File: config.mk
export PLATFORM = sky130hd
export DESIGN_NAME = tps_timer
export DESIGN_NICKNAME = d
export VERILOG_FILES = /design/src/logic/tps_timer.v
export VERILOG_INCLUDE_DIRS = /design/src /design/src/logic
export SDC_FILE = /design/constraint.sdc
export NUM_CORES = 1
export LEC_CHECK = 0
export ABC_CLOCK_PERIOD_IN_PS = 3550
export BUFFER_PORTS_ARGS = -buffer_cell sky130_fd_sc_hd__buf_2
export CAP_MARGIN = 5
export CORE_MARGIN = 3
export CORE_UTILIZATION = 55
export DETAILED_ROUTE_END_ITERATION = 7
export GPL_TIMING_DRIVEN = 0
export PLACE_DENSITY_LB_ADDON = 0.05
export SLEW_MARGIN = 0
export SYNTH_ARGS = -nofsm -noshare
export SYNTH_HDL_FRONTEND = slang
export SYNTH_SLANG_ARGS = --single-unit
File: constraint.sdc
create_clock -name i_core_clk -period 3.55 [get_ports i_core_clk]
set_input_delay 0 -clock i_core_clk [delete_from_list [all_inputs] [get_ports i_core_clk]]
set_output_delay 0 -clock i_core_clk [all_outputs]
set_load 0.1 [all_outputs]
File: src/logic/tps_defines.vh
// register map, field layout and reset values for the timer divider block
`ifndef TPS_DEFINES_VH
`define TPS_DEFINES_VH

`define TPS_OFF_CTRL0    12'h000
`define TPS_OFF_CTRL1    12'h004
`define TPS_OFF_CNT_LO   12'h008
`define TPS_OFF_CNT_HI   12'h00c
`define TPS_OFF_PERIOD   12'h010
`define TPS_OFF_IRQ_REQ  12'h014
`define TPS_OFF_IRQ_EN   12'h018
`define TPS_OFF_INTCTL   12'h01c

// first control register fields
`define TPS_C0_EN        7
`define TPS_C0_OUT       5
`define TPS_C0_MODE16    4
`define TPS_C0_PS_HI     3
`define TPS_C0_PS_LO     0
// second control register fields
`define TPS_C1_ASYNC     4
`define TPS_C1_PR_HI     3
`define TPS_C1_PR_LO     0
// irq request / enable bit position
`define TPS_IRQ_BIT      5
// interrupt control: global peripheral enable
`define TPS_IC_PERIPHERAL_GLOBAL_IRQ_ENABLE      6

`define TPS_RST_BYTE     8'h00
`define TPS_RST_PERIOD   8'hff
`define TPS_CNT_MAX      16'hffff
`define TPS_WR_MASK_C0   8'h9f
`define TPS_WR_MASK_C1   8'h1f
`define TPS_IE_MASK      8'h37
`define TPS_IC_MASK      8'h40

`endif

File: src/logic/tps_timer.v
// timer prescaler, counter, postscaler, output and interrupt with apb regs
// ====================================================================
// Functional notes
// RL1 - sixteen power-of-two input divisions, 1:1 to 1:32768, four-bit select
// RL2 - prescaler count is never readable or directly writable
// RL3 - prescaler clears on counter low, control writes, and reset
// RL4 - postscaler offers 1:1 to 1:16 via four-bit field in control zero
// RL5 - postscaler count is neither readable nor loadable
// RL6 - postscaler clears on counter low, control writes, and reset
// RL7 - synchronous clocking stops counting during sleep
// RL8 - async clocking counts in sleep; enabled event raises wake
// RL9 - enable bit five of enable register zero gates timer interrupt
// RL10 - register-zero interrupts ignore the global peripheral enable
// RL11 - event: low byte equals period (8-bit) or wrap from max (16-bit)
// RL12 - flag sets every postscale plus one events
// RL13 - output toggles on each postscaled event, 50% duty
// RL14 - select n divides the timer clock by two to the n
// RL15 - new divider selections start from a cleared count
//
// The placing of the registers and the APB register port were left to the implementer.
`timescale 1ns/1ps
`include "tps_defines.vh"

module tps_timer #(
  parameter PS_W = 15,
  parameter POST_W = 4
) (
  input wire i_core_clk, // system clock, 250 MHz
  input wire i_nrst, // synchronous reset, active low
  input wire i_ce, // clock enable, freezes state when low
  input wire i_tmr_clk_pin, // selected timer input clock from pin
  input wire i_sleep, // processor sleep request, same domain
  input wire i_psel, // apb select
  input wire i_penable, // apb enable
  input wire i_pwrite, // apb direction
  input wire [11:0] i_paddr, // apb byte address
  input wire [31:0] i_pwdata, // apb write data
  output reg [31:0] o_prdata, // apb read data
  output reg o_pready, // apb ready
  output reg o_pslverr, // apb error, unmapped address
  output reg o_tmr_out, // postscaled square wave output
  output reg o_irq, // interrupt to processor
  output reg o_wake // wake request while asleep
);

  // ==================================================================
  // register state
  reg [7:0] ctrl0_q;
  reg [7:0] ctrl1_q;
  reg [7:0] cnt_lo_q;
  reg [7:0] cnt_hi_q;
  reg [7:0] period_q;
  reg [7:0] irq_req_q;
  reg [7:0] irq_en_q;
  reg [7:0] intctl_q;
  reg [PS_W-1:0] ps_cnt_q;
  reg [POST_W-1:0] post_cnt_q;
  reg pin_s1_q;
  reg pin_s2_q;
  reg pin_s3_q;

  function [3:0] dec_reg;
    input [11:0] a;
    begin
      case (a)
        `TPS_OFF_CTRL0: dec_reg = 4'h0;
        `TPS_OFF_CTRL1: dec_reg = 4'h1;
        `TPS_OFF_CNT_LO: dec_reg = 4'h2;
        `TPS_OFF_CNT_HI: dec_reg = 4'h3;
        `TPS_OFF_PERIOD: dec_reg = 4'h4;
        `TPS_OFF_IRQ_REQ: dec_reg = 4'h5;
        `TPS_OFF_IRQ_EN: dec_reg = 4'h6;
        `TPS_OFF_INTCTL: dec_reg = 4'h7;
        default: dec_reg = 4'hf;
      endcase
    end
  endfunction

  // ==================================================================
  // apb access decode
  wire acc = i_psel & i_penable & o_pready;
  wire [3:0] sel = dec_reg(i_paddr);
  wire wr = acc & i_pwrite;
  wire wr_c0 = wr & (sel == 4'h0);
  wire wr_c1 = wr & (sel == 4'h1);
  wire wr_lo = wr & (sel == 4'h2);
  wire wr_hi = wr & (sel == 4'h3);
  wire wr_pr = wr & (sel == 4'h4);
  wire wr_rq = wr & (sel == 4'h5);
  wire wr_ie = wr & (sel == 4'h6);
  wire wr_ic = wr & (sel == 4'h7);
  // divider clear: also gives a full first period after a new selection
  wire div_clr = wr_c0 | wr_c1 | wr_lo; // RL3 RL6 RL15

  // ==================================================================
  // timer clock source and sleep gating
  wire async_mode = ctrl1_q[`TPS_C1_ASYNC];
  wire pin_rise = pin_s2_q & ~pin_s3_q;
  // sync mode halts in sleep; async source keeps running
  wire run = ctrl0_q[`TPS_C0_EN] & (async_mode | ~i_sleep); // RL7 RL8
  wire tick_in = run & pin_rise;

  wire [3:0] ps_sel = ctrl1_q[`TPS_C1_PR_HI:`TPS_C1_PR_LO];
  wire [PS_W:0] ps_next = {1'b0, ps_cnt_q} + {{PS_W{1'b0}}, 1'b1};
  // select n: tick when the low n bits wrap, divide by 2^n
  wire ps_tick = tick_in &
    ((ps_sel == 4'h0) | ps_next[ps_sel]); // RL1 RL14

  wire mode16 = ctrl0_q[`TPS_C0_MODE16];
  wire [15:0] cnt16 = {cnt_hi_q, cnt_lo_q};
  wire match8 = ps_tick & ~mode16 & (cnt_lo_q == period_q); // RL11
  wire wrap16 = ps_tick & mode16 & (cnt16 == `TPS_CNT_MAX); // RL11
  wire tmr_evt = match8 | wrap16;

  wire [3:0] post_sel = ctrl0_q[`TPS_C0_PS_HI:`TPS_C0_PS_LO]; // RL4
  wire post_evt = tmr_evt & (post_cnt_q == post_sel); // RL12

  // set wins over write-one-to-clear
  wire [7:0] req_d = (irq_req_q & ~(wr_rq ? i_pwdata[7:0] : 8'h00)) |
    ({7'h00, post_evt} << `TPS_IRQ_BIT);
  // enable gates only; global peripheral enable not consulted
  wire irq_d = irq_req_q[`TPS_IRQ_BIT] & irq_en_q[`TPS_IRQ_BIT]; // RL9 RL10

  // ==================================================================
  // synchroniser for the timer input pin
  always @(posedge i_core_clk) begin
    if (!i_nrst) begin
      pin_s1_q <= 1'b0;
      pin_s2_q <= 1'b0;
      pin_s3_q <= 1'b0;
    end else if (i_ce) begin
      pin_s1_q <= i_tmr_clk_pin;
      pin_s2_q <= pin_s1_q;
      pin_s3_q <= pin_s2_q;
    end
  end

  // ==================================================================
  // dividers: internal only, no bus path reads or loads them
  always @(posedge i_core_clk) begin
    if (!i_nrst) begin
      ps_cnt_q <= {PS_W{1'b0}}; // RL3
      post_cnt_q <= {POST_W{1'b0}}; // RL6
    end else if (i_ce) begin
      if (div_clr) begin
        ps_cnt_q <= {PS_W{1'b0}}; // RL2 RL3
        post_cnt_q <= {POST_W{1'b0}}; // RL5 RL6
      end else begin
        if (tick_in)
          ps_cnt_q <= ps_tick ? {PS_W{1'b0}} : ps_next[PS_W-1:0];
        if (post_evt)
          post_cnt_q <= {POST_W{1'b0}};
        else if (tmr_evt)
          post_cnt_q <= post_cnt_q + {{(POST_W-1){1'b0}}, 1'b1};
      end
    end
  end

  // ==================================================================
  // counter, registers and outputs
  always @(posedge i_core_clk) begin
    if (!i_nrst) begin
      ctrl0_q <= `TPS_RST_BYTE;
      ctrl1_q <= `TPS_RST_BYTE;
      cnt_lo_q <= `TPS_RST_BYTE;
      cnt_hi_q <= `TPS_RST_BYTE;
      period_q <= `TPS_RST_PERIOD;
      irq_req_q <= `TPS_RST_BYTE;
      irq_en_q <= `TPS_RST_BYTE;
      intctl_q <= `TPS_RST_BYTE;
      o_tmr_out <= 1'b0;
      o_irq <= 1'b0;
      o_wake <= 1'b0;
      o_prdata <= 32'h00000000;
      o_pready <= 1'b0;
      o_pslverr <= 1'b0;
    end else if (i_ce) begin
      if (wr_c0)
        ctrl0_q <= i_pwdata[7:0] & `TPS_WR_MASK_C0;
      else if (post_evt)
        ctrl0_q[`TPS_C0_OUT] <= ~ctrl0_q[`TPS_C0_OUT];
      if (wr_c1)
        ctrl1_q <= i_pwdata[7:0] & `TPS_WR_MASK_C1;
      if (wr_pr)
        period_q <= i_pwdata[7:0];
      if (wr_ie)
        irq_en_q <= i_pwdata[7:0] & `TPS_IE_MASK;
      if (wr_ic)
        intctl_q <= i_pwdata[7:0] & `TPS_IC_MASK;
      if (wr_lo)
        cnt_lo_q <= i_pwdata[7:0];
      else if (match8)
        cnt_lo_q <= `TPS_RST_BYTE;
      else if (ps_tick)
        cnt_lo_q <= cnt16[7:0] + 8'h01;
      if (wr_hi)
        cnt_hi_q <= i_pwdata[7:0];
      else if (ps_tick & mode16 & (cnt_lo_q == 8'hff))
        cnt_hi_q <= cnt_hi_q + 8'h01;
      irq_req_q <= req_d;
      if (post_evt)
        o_tmr_out <= ~o_tmr_out; // RL13
      o_irq <= irq_d;
      o_wake <= irq_d & i_sleep & async_mode; // RL8
      o_pready <= i_psel & ~i_penable;
      o_pslverr <= i_psel & ~i_penable & (dec_reg(i_paddr) == 4'hf);
      if (i_psel & ~i_penable & ~i_pwrite) begin
        case (dec_reg(i_paddr))
          4'h0: o_prdata <= {24'h000000, ctrl0_q};
          4'h1: o_prdata <= {24'h000000, ctrl1_q};
          4'h2: o_prdata <= {24'h000000, cnt_lo_q};
          4'h3: o_prdata <= {24'h000000, cnt_hi_q};
          4'h4: o_prdata <= {24'h000000, period_q};
          4'h5: o_prdata <= {24'h000000, irq_req_q};
          4'h6: o_prdata <= {24'h000000, irq_en_q};
          4'h7: o_prdata <= {24'h000000, intctl_q};
          default: o_prdata <= 32'h00000000;
        endcase
      end
    end
  end

endmodule

==> impl.org, run 1 <==
** Yosys
- Cell type with the largest total area after synthesis :: sky130_fd_sc_hd__dfxtp_1
- Of the total synthesized cell area, the portion taken by full adders, half adders and majority gates is 0.00972.
- Most common cell in the synthesized netlist :: sky130_fd_sc_hd__dfxtp_1
- Most used flip-flop cell after synthesis :: sky130_fd_sc_hd__dfxtp_1
- Sequential cell area fraction in the yosys report :: 0.330
- Largest family of logic cells by synthesized area :: simple AND/OR/NAND/NOR gates
- Yosys printed 0 warnings.
- Distinct cell type count after synthesis :: 78
- Ranked by instance count, the synthesized netlist is headed by 85 x sky130_fd_sc_hd__dfxtp_1, 73 x sky130_fd_sc_hd__nand2_1, 57 x sky130_fd_sc_hd__nor2_1, 39 x sky130_fd_sc_hd__a21oi_1, 37 x sky130_fd_sc_hd__mux2i_1.
- The synthesized design contains 85 register bits.
- In this run the mean area of a mapped cell was between 8 and 9 µm².
- Of the total synthesized cell area, the portion taken by XOR and XNOR cells is 0.0374.
- In the synthesized netlist the async set-or-reset flop fraction comes to 0.
- Post-synthesis instance area :: a little over 5000 µm²
- Counting flops with a built-in enable in the synthesized netlist gives 0.
- Multiplexer share of the synthesized area :: 0.0879
- The compound-cell area share of the yosys netlist is 0.218.
- Synthesized instance count :: between 600 and 700
- Simple logic cell fraction of the synthesized area :: 0.238
- Top cell type's share of synthesized area :: 0.330
- In the post-synthesis netlist, the biggest area contributors are sky130_fd_sc_hd__dfxtp_1 33%, sky130_fd_sc_hd__mux2i_1 7.2%, sky130_fd_sc_hd__nand2_1 5.3%, sky130_fd_sc_hd__nor2_1 4.2%, sky130_fd_sc_hd__a21oi_1 3.8%.

** Detailed routing
- Wirelength per Cell :: 18.9 µm
- The first routing iteration left about 490 violations.
- Using the TritonRoute via totals, the vias-per-cell ratio works out to 6.22.
- Final wirelength :: between 15,000 and 20,000 µm
- Summing over every cut layer, the via total after detailed routing is 5,168.
- Number of iterations in the first detailed-routing pass :: 5
- Number of nets still failing antenna checks after routing :: 0
- For this run, design rule violations remaining after detail routing come to 0.

** Timing
- Final TNS setup :: 0 ps
- Final cycle utilization of the critical path :: 0.852
- Derived from the worst setup path, the maximum achievable clock frequency is approximately 0.33 GHz.
- Setup violations remaining at the end of the flow were counted as 0.
- Worst Tran Pin Value :: 1190 ps
- Fin. max-slew vios :: 0
- Worst slew margin relative to its limit :: 0.203
- Clock skew on the completed layout was measured at 11.0 ps.
- Period minus WS final :: 3030 ps
- Setup repair after global routing left no endpoint under its margin.
- Final hold viol count :: 0

** Hold path
- Along the worst hold path, the cell count comes to 4.
- The worst hold path begins at i_psel.
- The path with the worst hold slack has its endpoint at o_pready.
- Worst hold path type :: primary input to flip-flop

** Pwr
- Relative contribution of the clock network to total power :: 0.374
- Sw frac :: 0.318
- The share of total power dissipated in sequential elements is 0.482.
- Logic gate share of total power :: 0.144
- In this run the static leakage power is ~0.0022 µW.
- P_sw :: approximately 640 µW
- Worst ir drop on vdd :: approximately 290 µV
- Internal power comes to between 1000 and 1500 µW.
- Power density of the placed cells :: about 340 nW/µm²

** Critical path
- Endpoint of the worst register-to-register path :: cnt_hi_q[2]
- The startpoint identified for the worst register-to-register timing path is ps_cnt_q[0].
- Length in cells of the worst reg-to-reg path :: 9
- Crit end category :: flip-flop
- Reg-to-reg slack, setup :: 520 ps
- The worst setup path is launched from a flip-flop.
- The worst setup path is of the flip-flop to flip-flop kind.
- Worst-path maximum fanout :: 7
- At the worst endpoint, the arrival time is 3300 ps.
- At the worst endpoint, the required time is roughly 3800 ps.

** Clock tree
- The root buffer cell chosen for the clock tree is sky130_fd_sc_hd__clkbuf_8.
- Maximum level of the CTS H-tree :: 3
- Clock-pin slew was measured on the worst setup and hold paths at 100 ps.
- Insertion delay to the later sink of the worst-skew pair :: between 300 and 400 ps
- Counting along the longest clock path gives a buffer depth of 2.
- # resized after CTS :: 0
- TritonCTS clock tree :: done
- After clock tree synthesis, the flow added hold-fix buffers numbering 10.
- Buffers inserted during clock tree synthesis total 9.
- For this design, the sink count on the clock tree is 85.
- Setup bufs post-CTS :: 0

** Layout
- Post-layout nets :: 774
- 0 antenna diodes ended up in the layout.
- Share of layout cells above drive strength 1 :: 0.158
- Post-synthesis to final-layout area growth :: 14.1%
- Once layout is done, the placed cells without fillers occupy 5880 µm².

** Die
- The floorplan has 34 rows.
- Die W :: between 100 and 150 µm
- For this configuration, the core starts out at a cell density of 0.579.
- Die area :: around 11,000 µm²
- Chip Height :: 103 µm
- Area inside the core boundary :: just under 9000 µm²
- Top-level I/O count :: a little under 90

** Placed design
- Routability-driven placement finished with a final weighted congestion of roughly 0.93.
- Once detailed placement completed, the half-perimeter wirelength came to 11,900 µm.
- In this run the cell area measured after placement is approximately 5600 µm².
- PortBufs :: 37

** Outcome
- The flow ran to the end, and the final reports show no timing, DRC or antenna violations.

** Job
- Max-cap violations in this run came to 0.

** Global route
- The first global-routing pass estimated around 24,000 µm of wire.
- The via count of the first global-routing pass is approximately 4,600.
- Entering global routing, the biggest net connects 18 pins.
- Number of antenna violations at the first check in global routing :: 0
- In the global route stage, overall resource usage came out at 0.301.
- Grt ovf :: 0
==> area by class of cell <==
type / count / area (µm²)
Tap cell: 108 / 135
Sequential cell: 85 / 1700
Clock buffer: 9 / 124
Multi-Input combinational cell: 495 / 3130
Timing Repair Buffer: 48 / 290
Fill cell: 802 / 3010
Buffer: 59 / 330
Inverter: 20 / 75.1
Clock inverter: 7 / 91.3
==> cells by family after synthesis <==
kind of cell / after synthesis
other: 1
DFF: 85
AOI/OAI and AO/OA: 160
muxes: 42
adders and majority gates: 4
buffers and inverters: 79
and+or+nand+nor: 243
xor gates and xnor gates: 22
==> cells in the final DEF, fill, tap and decap left out, types with 6 or more instances in the layout <==
| cell | n |
|---|---|
| sky130_fd_sc_hd__buf_2 | 50 |
| sky130_fd_sc_hd__nor3_1 | 15 |
| sky130_fd_sc_hd__mux2i_1 | 37 |
| sky130_fd_sc_hd__clkbuf_1 | 15 |
| sky130_fd_sc_hd__inv_1 | 20 |
| sky130_fd_sc_hd__nor4_1 | 8 |
| sky130_fd_sc_hd__o22ai_1 | 6 |
| sky130_fd_sc_hd__nand2_1 | 73 |
| sky130_fd_sc_hd__nand4_1 | 11 |
| sky130_fd_sc_hd__dlygate4sd3_1 | 10 |
| sky130_fd_sc_hd__dfxtp_1 | 85 |
| sky130_fd_sc_hd__xor2_1 | 11 |
| sky130_fd_sc_hd__a31oi_1 | 15 |
| sky130_fd_sc_hd__o21ai_0 | 18 |
| sky130_fd_sc_hd__nor2_1 | 57 |
| sky130_fd_sc_hd__nor2b_1 | 6 |
| sky130_fd_sc_hd__a21oi_1 | 39 |
| sky130_fd_sc_hd__and3_1 | 13 |
| sky130_fd_sc_hd__conb_1 | 24 |
| sky130_fd_sc_hd__o21ai_1 | 8 |
| sky130_fd_sc_hd__buf_1 | 7 |
| sky130_fd_sc_hd__clkbuf_8 | 9 |
| sky130_fd_sc_hd__buf_4 | 25 |
| sky130_fd_sc_hd__xnor2_1 | 11 |
| sky130_fd_sc_hd__a22oi_1 | 7 |
| sky130_fd_sc_hd__nand3_1 | 22 |
| sky130_fd_sc_hd__a211oi_1 | 12 |
==> flip-flops by register name (all words and copies together) (netlist names), 4 cells and up <==
register and flops:
cnt_hi_q 8, cnt_lo_q 8, ctrl0_q 7, ctrl1_q 5
irq_en_q 5, irq_req_q 8, o_prdata 8, period_q 8
post_cnt_q 4, ps_cnt_q 15
==> worst max path at each step <==
stage                startpoint          end  slack (ps)  depth (start not counted)
floorplan              o_pready  ps_cnt_q[7]         870                         10
global placement    ps_cnt_q[0]  ps_cnt_q[7]         620                         11
detailed placement  ps_cnt_q[0]  ps_cnt_q[7]         590                         11
CTS                 ps_cnt_q[0]  cnt_lo_q[6]         570                         10
global route        ps_cnt_q[0]  cnt_lo_q[6]         350                         10
finish              ps_cnt_q[0]  cnt_hi_q[2]         520                          9
==> worst max-delay path, stage by stage (launching register included) <==
cell	delay, ps
sky130_fd_sc_hd__dfxtp_1	450
sky130_fd_sc_hd__ha_1	350
sky130_fd_sc_hd__nand4_4	200
sky130_fd_sc_hd__nor4_4	360
sky130_fd_sc_hd__mux2_4	350
sky130_fd_sc_hd__o211ai_4	230
sky130_fd_sc_hd__nand2_2	190
sky130_fd_sc_hd__a211oi_2	350
sky130_fd_sc_hd__o21ai_0	140
sky130_fd_sc_hd__a221oi_1	290
==> power groups by stage <==
stage          sequential (µW)  clock (µW)  combinational (µW)
3_5_place_dp               988           0                 274
3_3_place_gp               988           0                 272
4_1_cts                    966         761                 283
6_report                   966         751                 289
2_1_floorplan             1010           0                 193
5_1_grt                    967         794                 300
==> per-stage QoR <==
stage / total power [µW] / worst slack [ps] / utilization / instances / hold slack, ps
4_1_cts: 2010 / 572 / 0.661 / 831 / 52.9
2_1_floorplan: 1200 / 867 / - / 659 / 87.0
6_report: 2000 / 525 / 0.661 / 831 / 59.0
3_5_place_dp: 1260 / 588 / 0.626 / 805 / 257
5_1_grt: 2060 / 348 / 0.661 / 831 / 72.7
3_3_place_gp: 1260 / 618 / 0.625 / 804 / 241
==> layer usage <==
| layer | global-route usage | routed length, µm |
|---|---|---|
| met1 | 0.435 | 7140 |
| met5 | 0 | 0 |
| met2 | 0.451 | 6770 |
| met3 | 0.0589 | 1410 |
| met4 | 0.0986 | 409 |
Power figures use the tool's default switching activity.
==> run 2: changes to the inputs <==
--- a/config.mk
+++ b/config.mk
@@ -10,7 +10,7 @@
 export BUFFER_PORTS_ARGS = -buffer_cell sky130_fd_sc_hd__buf_2
 export CAP_MARGIN = 5
 export CORE_MARGIN = 3
-export CORE_UTILIZATION = 55
+export CORE_UTILIZATION = 38
 export DETAILED_ROUTE_END_ITERATION = 7
 export GPL_TIMING_DRIVEN = 0
 export PLACE_DENSITY_LB_ADDON = 0.05
==> run 2 against run 1 <==
Hold slack worse by 57 ps. Combinational power barely moved. Register-to-register slack improved by 20 ps. Via count shrank 1.5%. Die area increased by 42%. Sequential share of layout area shrank 0.60 points. Clock-buffer cell count up 1. Cell count rose by 7.3%. Fmax up 0.72%. Flip-flop and latch count unchanged. Clock power is 20% higher. Non-clock buffer count fell by 3.
==> impl.org, run 2 (synthesis results as in run 1) <==
** Clock tree
- Number of clock buffers inserted by TritonCTS :: 9
- # resized after CTS :: 0
- Post-CTS clock slew at the launch and capture registers of the worst setup and hold paths :: approximately 60 ps
- CTS root buffer :: sky130_fd_sc_hd__clkbuf_16
- The clock passes through at most 2 buffers.
- The clock reaches the later pin of the worst-skew pair after around 350 ps.
- Clock tree sinks :: between 80 and 90
- TritonCTS built the clock tree.
- Setup bufs post-CTS :: 0
- Maximum level of the CTS H-tree :: 3

** Global route
- Total Routing Usage GR :: 0.222
- Wire length of the first global-routing pass :: approximately 25,000 µm
- The via count of the first global-routing pass was around 4,500.
- Global routing finished with a remaining overflow of 0.
- Entering global routing, the biggest net connects 16 pins.
- The number of antenna violations at the first check in global routing is 0.

** Timing
- Static timing analysis puts the maximum clock frequency at 0.333 GHz.
- Period minus WS final :: between 3000 and 4000 ps
- Worst slew margin relative to its limit :: 0.202
- Setup repair after global routing left no endpoint under its margin.
- Worst Tran Pin Value :: 1190 ps
- Final-report setup violation count :: 0
- For the final routed database, the setup TNS stands at 0 ps.
- Layout Skew :: between 10 and 15 ps
- The max-slew violation count is 0.
- Final cycle utilization of the critical path :: 0.846
- The final hold violation count was 0.

** Layout
- Share of layout cells above drive strength 1 :: 0.157
- The count of cells in the finished layout, fillers not included, comes to around 890.
- Storage cell area :: between 1500 and 2000 µm²
- Total area of multi-input combinational cells :: 3140 µm²
- Reg with most FFs :: ps_cnt_q
- The library cells used most frequently in the layout, excluding fill and tap cells, are 85 x sky130_fd_sc_hd__dfxtp_1, 73 x sky130_fd_sc_hd__nand2_1, 57 x sky130_fd_sc_hd__nor2_1.
- Post-synthesis to final-layout area growth :: 16.5%
- Total inserted antenna cells :: 0
- Flip-flop count of the largest register after layout :: 15
- Total of fill cells in the finished design :: around 1,300
- The library cell used most frequently in the layout, excluding fill and tap cells, is sky130_fd_sc_hd__dfxtp_1.
- For this run, the post-layout net count is approximately 770.

** Pwr
- The internal power of the cells totals ~1500 µW.
- Sw frac :: 0.303
- Reg power frac :: 0.448
- Relative contribution of the clock network to total power :: 0.418
- Logic gate share of total power :: 0.134
- Summed over all cells, the static leakage comes to between 0.002 and 0.0025 µW.
- VDD sags by at most 245 µV.
- Total power draw :: around 2200 µW
- For this design the total switching power over the nets is between 600 and 700 µW.
- Power density of the placed cells :: roughly 360 nW/µm²

** Critical path
- Walking the worst path, the cells encountered are ha_1, nand4_4, nor4_4, mux2_4, o211ai_4, nand2_2, and3_1, buf_2, buf_4, a21oi_1, a31oi_1.
- In this run the worst path has a maximum fanout of 10.
- The worst setup path is captured at a flip-flop.
- FF-to-FF Start :: ps_cnt_q[0]
- Data arrival, critical path :: roughly 3200 ps
- For the worst setup path, the data required time is 3770 ps.
- Endpoint of the worst register-to-register path :: ps_cnt_q[7]
- Length in cells of the worst reg-to-reg path :: 11
- On the worst path, the slowest cell contributes a delay of ~440 ps.
- Startpoint types :: flip-flop
- For flop-to-flop paths, the worst setup slack is approximately 550 ps.
- Among all stages on the critical path, the largest delay is contributed by sky130_fd_sc_hd__dfxtp_1.
- By startpoint and endpoint, the worst setup path is classified as flip-flop to flip-flop.

** Detailed routing
- After the first detailed-routing iteration, the DRC count stood at between 300 and 400.
- For this run, the detailed router's first-pass iteration total came to 6.
- Number of nets still failing antenna checks after routing :: 0
- Routed vias/inst :: 5.71
- Total number of vias :: about 5,100
- Wirelength per Cell :: 18.6 µm
- DRC :: 0
- For this block, the routed nets add up to 16,600 µm of wire.

** Die
- From left edge to right edge, the die measures roughly 120 µm.
- The floorplan has roughly 40 rows.
- Chip Height :: about 120 µm
- 89 I/O pins were placed.
- Area inside the core boundary :: ~13,000 µm²
- Initial core utilization :: 0.398
- The floorplan step defined a die boundary enclosing roughly 15,000 µm².

** Hold path
- Startpoint of the lowest-slack hold path :: i_pwdata[1]
- Worst hold path type :: primary input to flip-flop
- WHS Path Cells :: 2
- The worst hold path terminates at irq_req_q[1].

** Placed design
- Dpl cells :: 868
- PortBufs :: 37
- Half-perimeter wire length after detailed placement :: roughly 13,000 µm
- Weighted congestion at the end of routability-driven global placement :: 0.907

** Job
- Number of maximum-capacitance violations :: 0

** Outcome
- The run finished with clean final reports.
==> run 2: cell types whose count changed in the layout (fill, tap and decap cells not counted), sizes merged <==
cell / change
buf: -1
bufinv: -1
clkbuf: +1
clkinv: +2
clkinvlp: +1
dlygate4sd3: -2
inv: -3
==> run 2: final cells by class <==
| class | count | area share |
|---|---|---|
| buffer | 59 | 0.0550 |
| clock buffer | 10 | 0.0381 |
| clock inverter | 6 | 0.00813 |
| inverter | 20 | 0.0125 |
| multi-input combinational | 495 | 0.523 |
| sequential | 85 | 0.284 |
| tap | 172 | 0.0359 |
| timing repair buffer | 45 | 0.0442 |
==> run 2: worst max path at each step <==
stage | from | endpoint | depth (start not counted)
after floorplan | o_pready | ps_cnt_q[7] | 10
after global routing | ps_cnt_q[0] | cnt_lo_q[4] | 10
after global placement | ps_cnt_q[0] | ps_cnt_q[7] | 11
final | ps_cnt_q[0] | ps_cnt_q[7] | 11
after detailed placement | ps_cnt_q[0] | ps_cnt_q[5] | 11
after CTS | ps_cnt_q[0] | ps_cnt_q[5] | 11
==> run 2: worst max-delay path, delay by kind of cell, from the launching register on <==
kind            cells  cell delay, ps
mux                 1             350
fa+ha+maj           1             360
buf+inv             2             350
flops               1             440
simple gates        4             960
compound gates      3             420
==> run 2: layer usage <==
layer,global-route usage,vias up,routed length [µm]
met2,0.319,218,6990
met4,0.0672,0,224
met1,0.333,2407,7960
met3,0.0442,18,1420
met5,0,-,0
li1,-,2450,-
==> run 2: stage by stage <==
step | utilization | setup WS (ps) | hold WS (ps) | area [µm²]
finish | 0.464 | 546 | 2.28 | 6000
global placement | 0.436 | 597 | 239 | 5640
global route | 0.464 | 390 | 13.8 | 6000
detailed placement | 0.437 | 581 | 261 | 5640
CTS | 0.464 | 558 | 2.06 | 6000
floorplan | - | 867 | 87.0 | 5240
==> run 2: what timing repair did <==
item / in CTS / in global routing
endpoints found under the setup margin: 0 / 0
hold buffers: 8 / 0
hold endpoints to repair: 13 / 0
==> run 2: power groups by stage <==
stage	sequential (µW)	clock (µW)	combinational, µW
floorplan	1010	0	193
global placement	987	0	277
detailed placement	988	0	278
CTS	966	918	285
global route	967	962	301
finish	966	903	289
==> run 3: changes to the inputs <==
--- a/config.mk
+++ b/config.mk
@@ -6,7 +6,7 @@
 export SDC_FILE = /design/constraint.sdc
 export NUM_CORES = 1
 export LEC_CHECK = 0
-export ABC_CLOCK_PERIOD_IN_PS = 3550
+export ABC_CLOCK_PERIOD_IN_PS = 2600
 export BUFFER_PORTS_ARGS = -buffer_cell sky130_fd_sc_hd__buf_2
 export CAP_MARGIN = 5
 export CORE_MARGIN = 3
==> constraint.sdc (replaced) <==
create_clock -name i_core_clk -period 2.6 [get_ports i_core_clk]
set_input_delay 0 -clock i_core_clk [delete_from_list [all_inputs] [get_ports i_core_clk]]
set_output_delay 0 -clock i_core_clk [all_outputs]
set_load 0.1 [all_outputs]
==> run 3 against run 2 <==
The run now ends with negative setup slack left. Cell count grew 1.5%. Wire length up 2.1%. Via count is 1.6% higher. Cell area is 5.1% higher. Largest power group is now the clock network.
==> impl.org, run 3 (synthesis results as in run 1) <==
** Global route
- Met3 capacity usage during global routing :: 0.0447
- For met1 alone, demand over resource in global routing was 0.342.
- The total overflow left after global routing is 0.
- Total Routing Usage GR :: 0.227
- The number of antenna violations at the first check in global routing was 0.
- GR met2 Demand/Resource :: 0.319
- The first global-routing pass estimated about 26,000 µm of wire.
- Vias in the first global route :: ~4,700
- Maximum number of pins on one net before global-route repair :: 16
- The layer flagged by global routing as most heavily used is met1.

** Die
- just under 90 I/O pins were placed.
- For this configuration, the core starts out at a cell density of 0.398.
- Die W :: between 100 and 150 µm
- The die is between 100 and 150 µm tall.
- Number of rows in the core area :: 41
- The floorplan step defined a core boundary enclosing approximately 13,000 µm².
- The die covers roughly 15,000 µm².

** Pwr
- Reg power frac :: 0.432
- Internal Pwr Total :: approximately 2100 µW
- Relative contribution of the clock network to total power :: 0.438
- Summed over all nets, the switching power comes to 903 µW.
- Logic gate share of total power :: 0.130
- Pleak :: between 0.002 and 0.0025 µW
- Power density of the placed cells :: 483 nW/µm²
- Sw frac :: 0.296
- IR analysis of the VDD net gives a maximum drop of between 300 and 400 µV.

** Layout
- In the final layout, the share of cells above drive strength 1 is 0.211.
- Relative to the synthesized area, the layout overhead comes to 22.5%.
- Post-layout nets :: 784
- More flip-flops sit in one register than any other, and that register is ps_cnt_q.
- Most frequent cells in the layout :: 80 x sky130_fd_sc_hd__dfxtp_1, 73 x sky130_fd_sc_hd__nand2_1, 56 x sky130_fd_sc_hd__nor2_1
- The number of antenna diodes in the final layout is 0.
- The register with the most flip-flops in the layout has 15 of them.
- Total of fill cells in the finished design :: approximately 1,300
- Non-filler cells, final :: between 900 and 1,000
- Leaving out fill and tap cells, the most frequent cell in the layout is sky130_fd_sc_hd__dfxtp_1.
- Non-Filler Cell Area, Final :: between 6000 and 7000 µm²

** Detailed routing
- The routed layout has about 5,200 vias.
- After the first detailed-routing iteration, the DRC count stood at ~410.
- For this block, the routed nets add up to around 17,000 µm of wire.
- In the final routed layout, each cell accounts on average for between 15 and 20 µm.
- In the routed layout, each cell is associated on average with a via count of 5.72.
- Number of iterations in the first detailed-routing pass :: 6
- In the routed design, unresolved DRC markers number 0.
- Once detail routing completed, the nets flagged for antenna violations numbered 0.

** Clock tree
- The clock passes through at most 2 buffers.
- Insertion delay to the later sink of the worst-skew pair :: ~360 ps
- TritonCTS clock tree :: done
- Number of clock buffers inserted by TritonCTS :: 9
- Post-CTS clock slew at the launch and capture registers of the worst setup and hold paths :: 80 ps
- Maximum level of the CTS H-tree :: 3
- The cell sitting at the root of the clock tree is a sky130_fd_sc_hd__clkbuf_16.
- Clock tree sinks :: 85

** Timing
- Setup violations remaining at the end of the flow were counted as 9.
- Final cycle utilization of the critical path :: 1.01
- On the final layout, the worst hold slack is around 44 ps.
- Final setup slack of the worst path :: -33.5 ps
- Final hold viol count :: 0
- Layout Skew :: roughly 15 ps
- Counting I/O delays and the setup requirement, the final critical path takes around 2600 ps.
- The max-slew violation count came to 0.
- Setup repair after global routing could not meet its margin everywhere.
- Worst slew margin relative to its limit :: 0.226
- Fmax :: ~0.38 GHz
- For the pin with the worst max-slew slack, the measured transition is 1150 ps.

** Hold path
- The startpoint identified for the worst hold timing path is i_pwdata[3].
- WHS Path Cells :: 2
- Worst hold path type :: primary input to flip-flop
- The path with the worst hold slack has its endpoint at irq_req_q[3].

** Critical path
- Worst-path maximum fanout :: 7
- By startpoint and endpoint, the worst setup path is classified as flip-flop to flip-flop.
- Data on the critical path is required at its endpoint by about 2800 ps.
- Startpoint types :: flip-flop
- Together, buffers and inverters on the worst path number 0.
- In this run the critical register-to-register path is captured at cnt_hi_q[7].
- Delay contributed by the slowest stage of the critical path :: between 300 and 400 ps
- On the critical path, the stage with the largest delay is an instance of sky130_fd_sc_hd__a2111oi_4.
- Critical path cell sequence :: ha_4, nand4_4, nor4_4, mux2_4, o211ai_4, nand2_4, a2111oi_4, mux2i_1, a21oi_1
- FF-to-FF Start :: ps_cnt_q[1]
- Family with the most delay on the worst path :: compound AO/OA/AOI/OAI gates
- Worst setup startpoint :: ps_cnt_q[1]
- Length in cells of the worst reg-to-reg path :: 9
- Data arrival, critical path :: ~2900 ps
- Setup slack on the worst reg-to-reg path comes out at -30 ps.
- Crit end category :: flip-flop

** Placed design
- Weighted congestion at the end of routability-driven global placement :: 0.911
- After detailed placement, the design holds a cell count of between 800 and 900.
- Placed instance area :: 5650 µm²
- PortBufs :: 37
- Once detailed placement completed, the half-perimeter wirelength came to 12,400 µm.

** Outcome
- Failing checks :: negative setup slack
- The flow ran to the end, but the final reports show violations.

** Job
- Max-cap violations in this run came to 0.
[run 3: cell count changes in the layout (fill, tap and decap cells not counted), moves of 4 or more]
cell                       previous run  this run
sky130_fd_sc_hd__buf_4               25        38
sky130_fd_sc_hd__buf_2               49        44
sky130_fd_sc_hd__dfxtp_1             85        80
sky130_fd_sc_hd__o21ai_0             18        13
sky130_fd_sc_hd__o21ai_1              8        13
sky130_fd_sc_hd__a21boi_1             5         1
sky130_fd_sc_hd__a21boi_2             0         4
[run 3: layout make-up]
class / count / area, µm² / area share
well taps: 172 / 215 / 0.0341
multi-input cells: 495 / 3280 / 0.519
clock inverters: 7 / 72.6 / 0.0115
clock buffers: 9 / 225 / 0.0357
plain buffers: 58 / 348 / 0.0551
inverters: 20 / 75.1 / 0.0119
flip-flops and latches: 85 / 1710 / 0.271
repair buffers: 59 / 385 / 0.0611
[run 3: timing repair]
action	in CTS	in global routing
pin swaps	6	15
hold buffers	9	0
gates resized for setup	12	44
setup endpoints to repair	38	35
buffers inserted	5	8
hold endpoints to repair	14	0
[run 3: metrics by stage]
stage	setup TNS [ps]	setup WS, ps	power (µW)	utilization
after global routing	-1610	-144	3140	0.488
final	-125	-33.5	3050	0.488
after CTS	-44.5	-24.8	3060	0.473
after global placement	-9380	-360	1730	0.436
after detailed placement	-10150	-371	1730	0.437
after floorplan	0	17.3	1650	-
[run 3: how the worst max path moves through the flow]
stage / endpoint / cells after the start
2_1_floorplan: ps_cnt_q[5] / 11
3_3_place_gp: ps_cnt_q[7] / 11
3_5_place_dp: ps_cnt_q[7] / 11
4_1_cts: ps_cnt_q[7] / 11
5_1_grt: cnt_hi_q[7] / 9
6_report: cnt_hi_q[7] / 9
[run 3: power by group through the flow]
| stage | Clock, µW | Sequential (µW) | Combinational [µW] |
|---|---|---|---|
| 2_1_floorplan | 0 | 1380 | 263 |
| 3_3_place_gp | 0 | 1350 | 377 |
| 3_5_place_dp | 0 | 1350 | 378 |
| 4_1_cts | 1350 | 1320 | 389 |
| 5_1_grt | 1410 | 1320 | 413 |
| 6_report | 1330 | 1320 | 395 |
[run 3: routing by layer]
layer / wire [µm] / part of all wire
met1: 8160 / 0.48
met2: 7130 / 0.42
met3: 1340 / 0.079
met4: 323 / 0.019
met5: 0 / 0
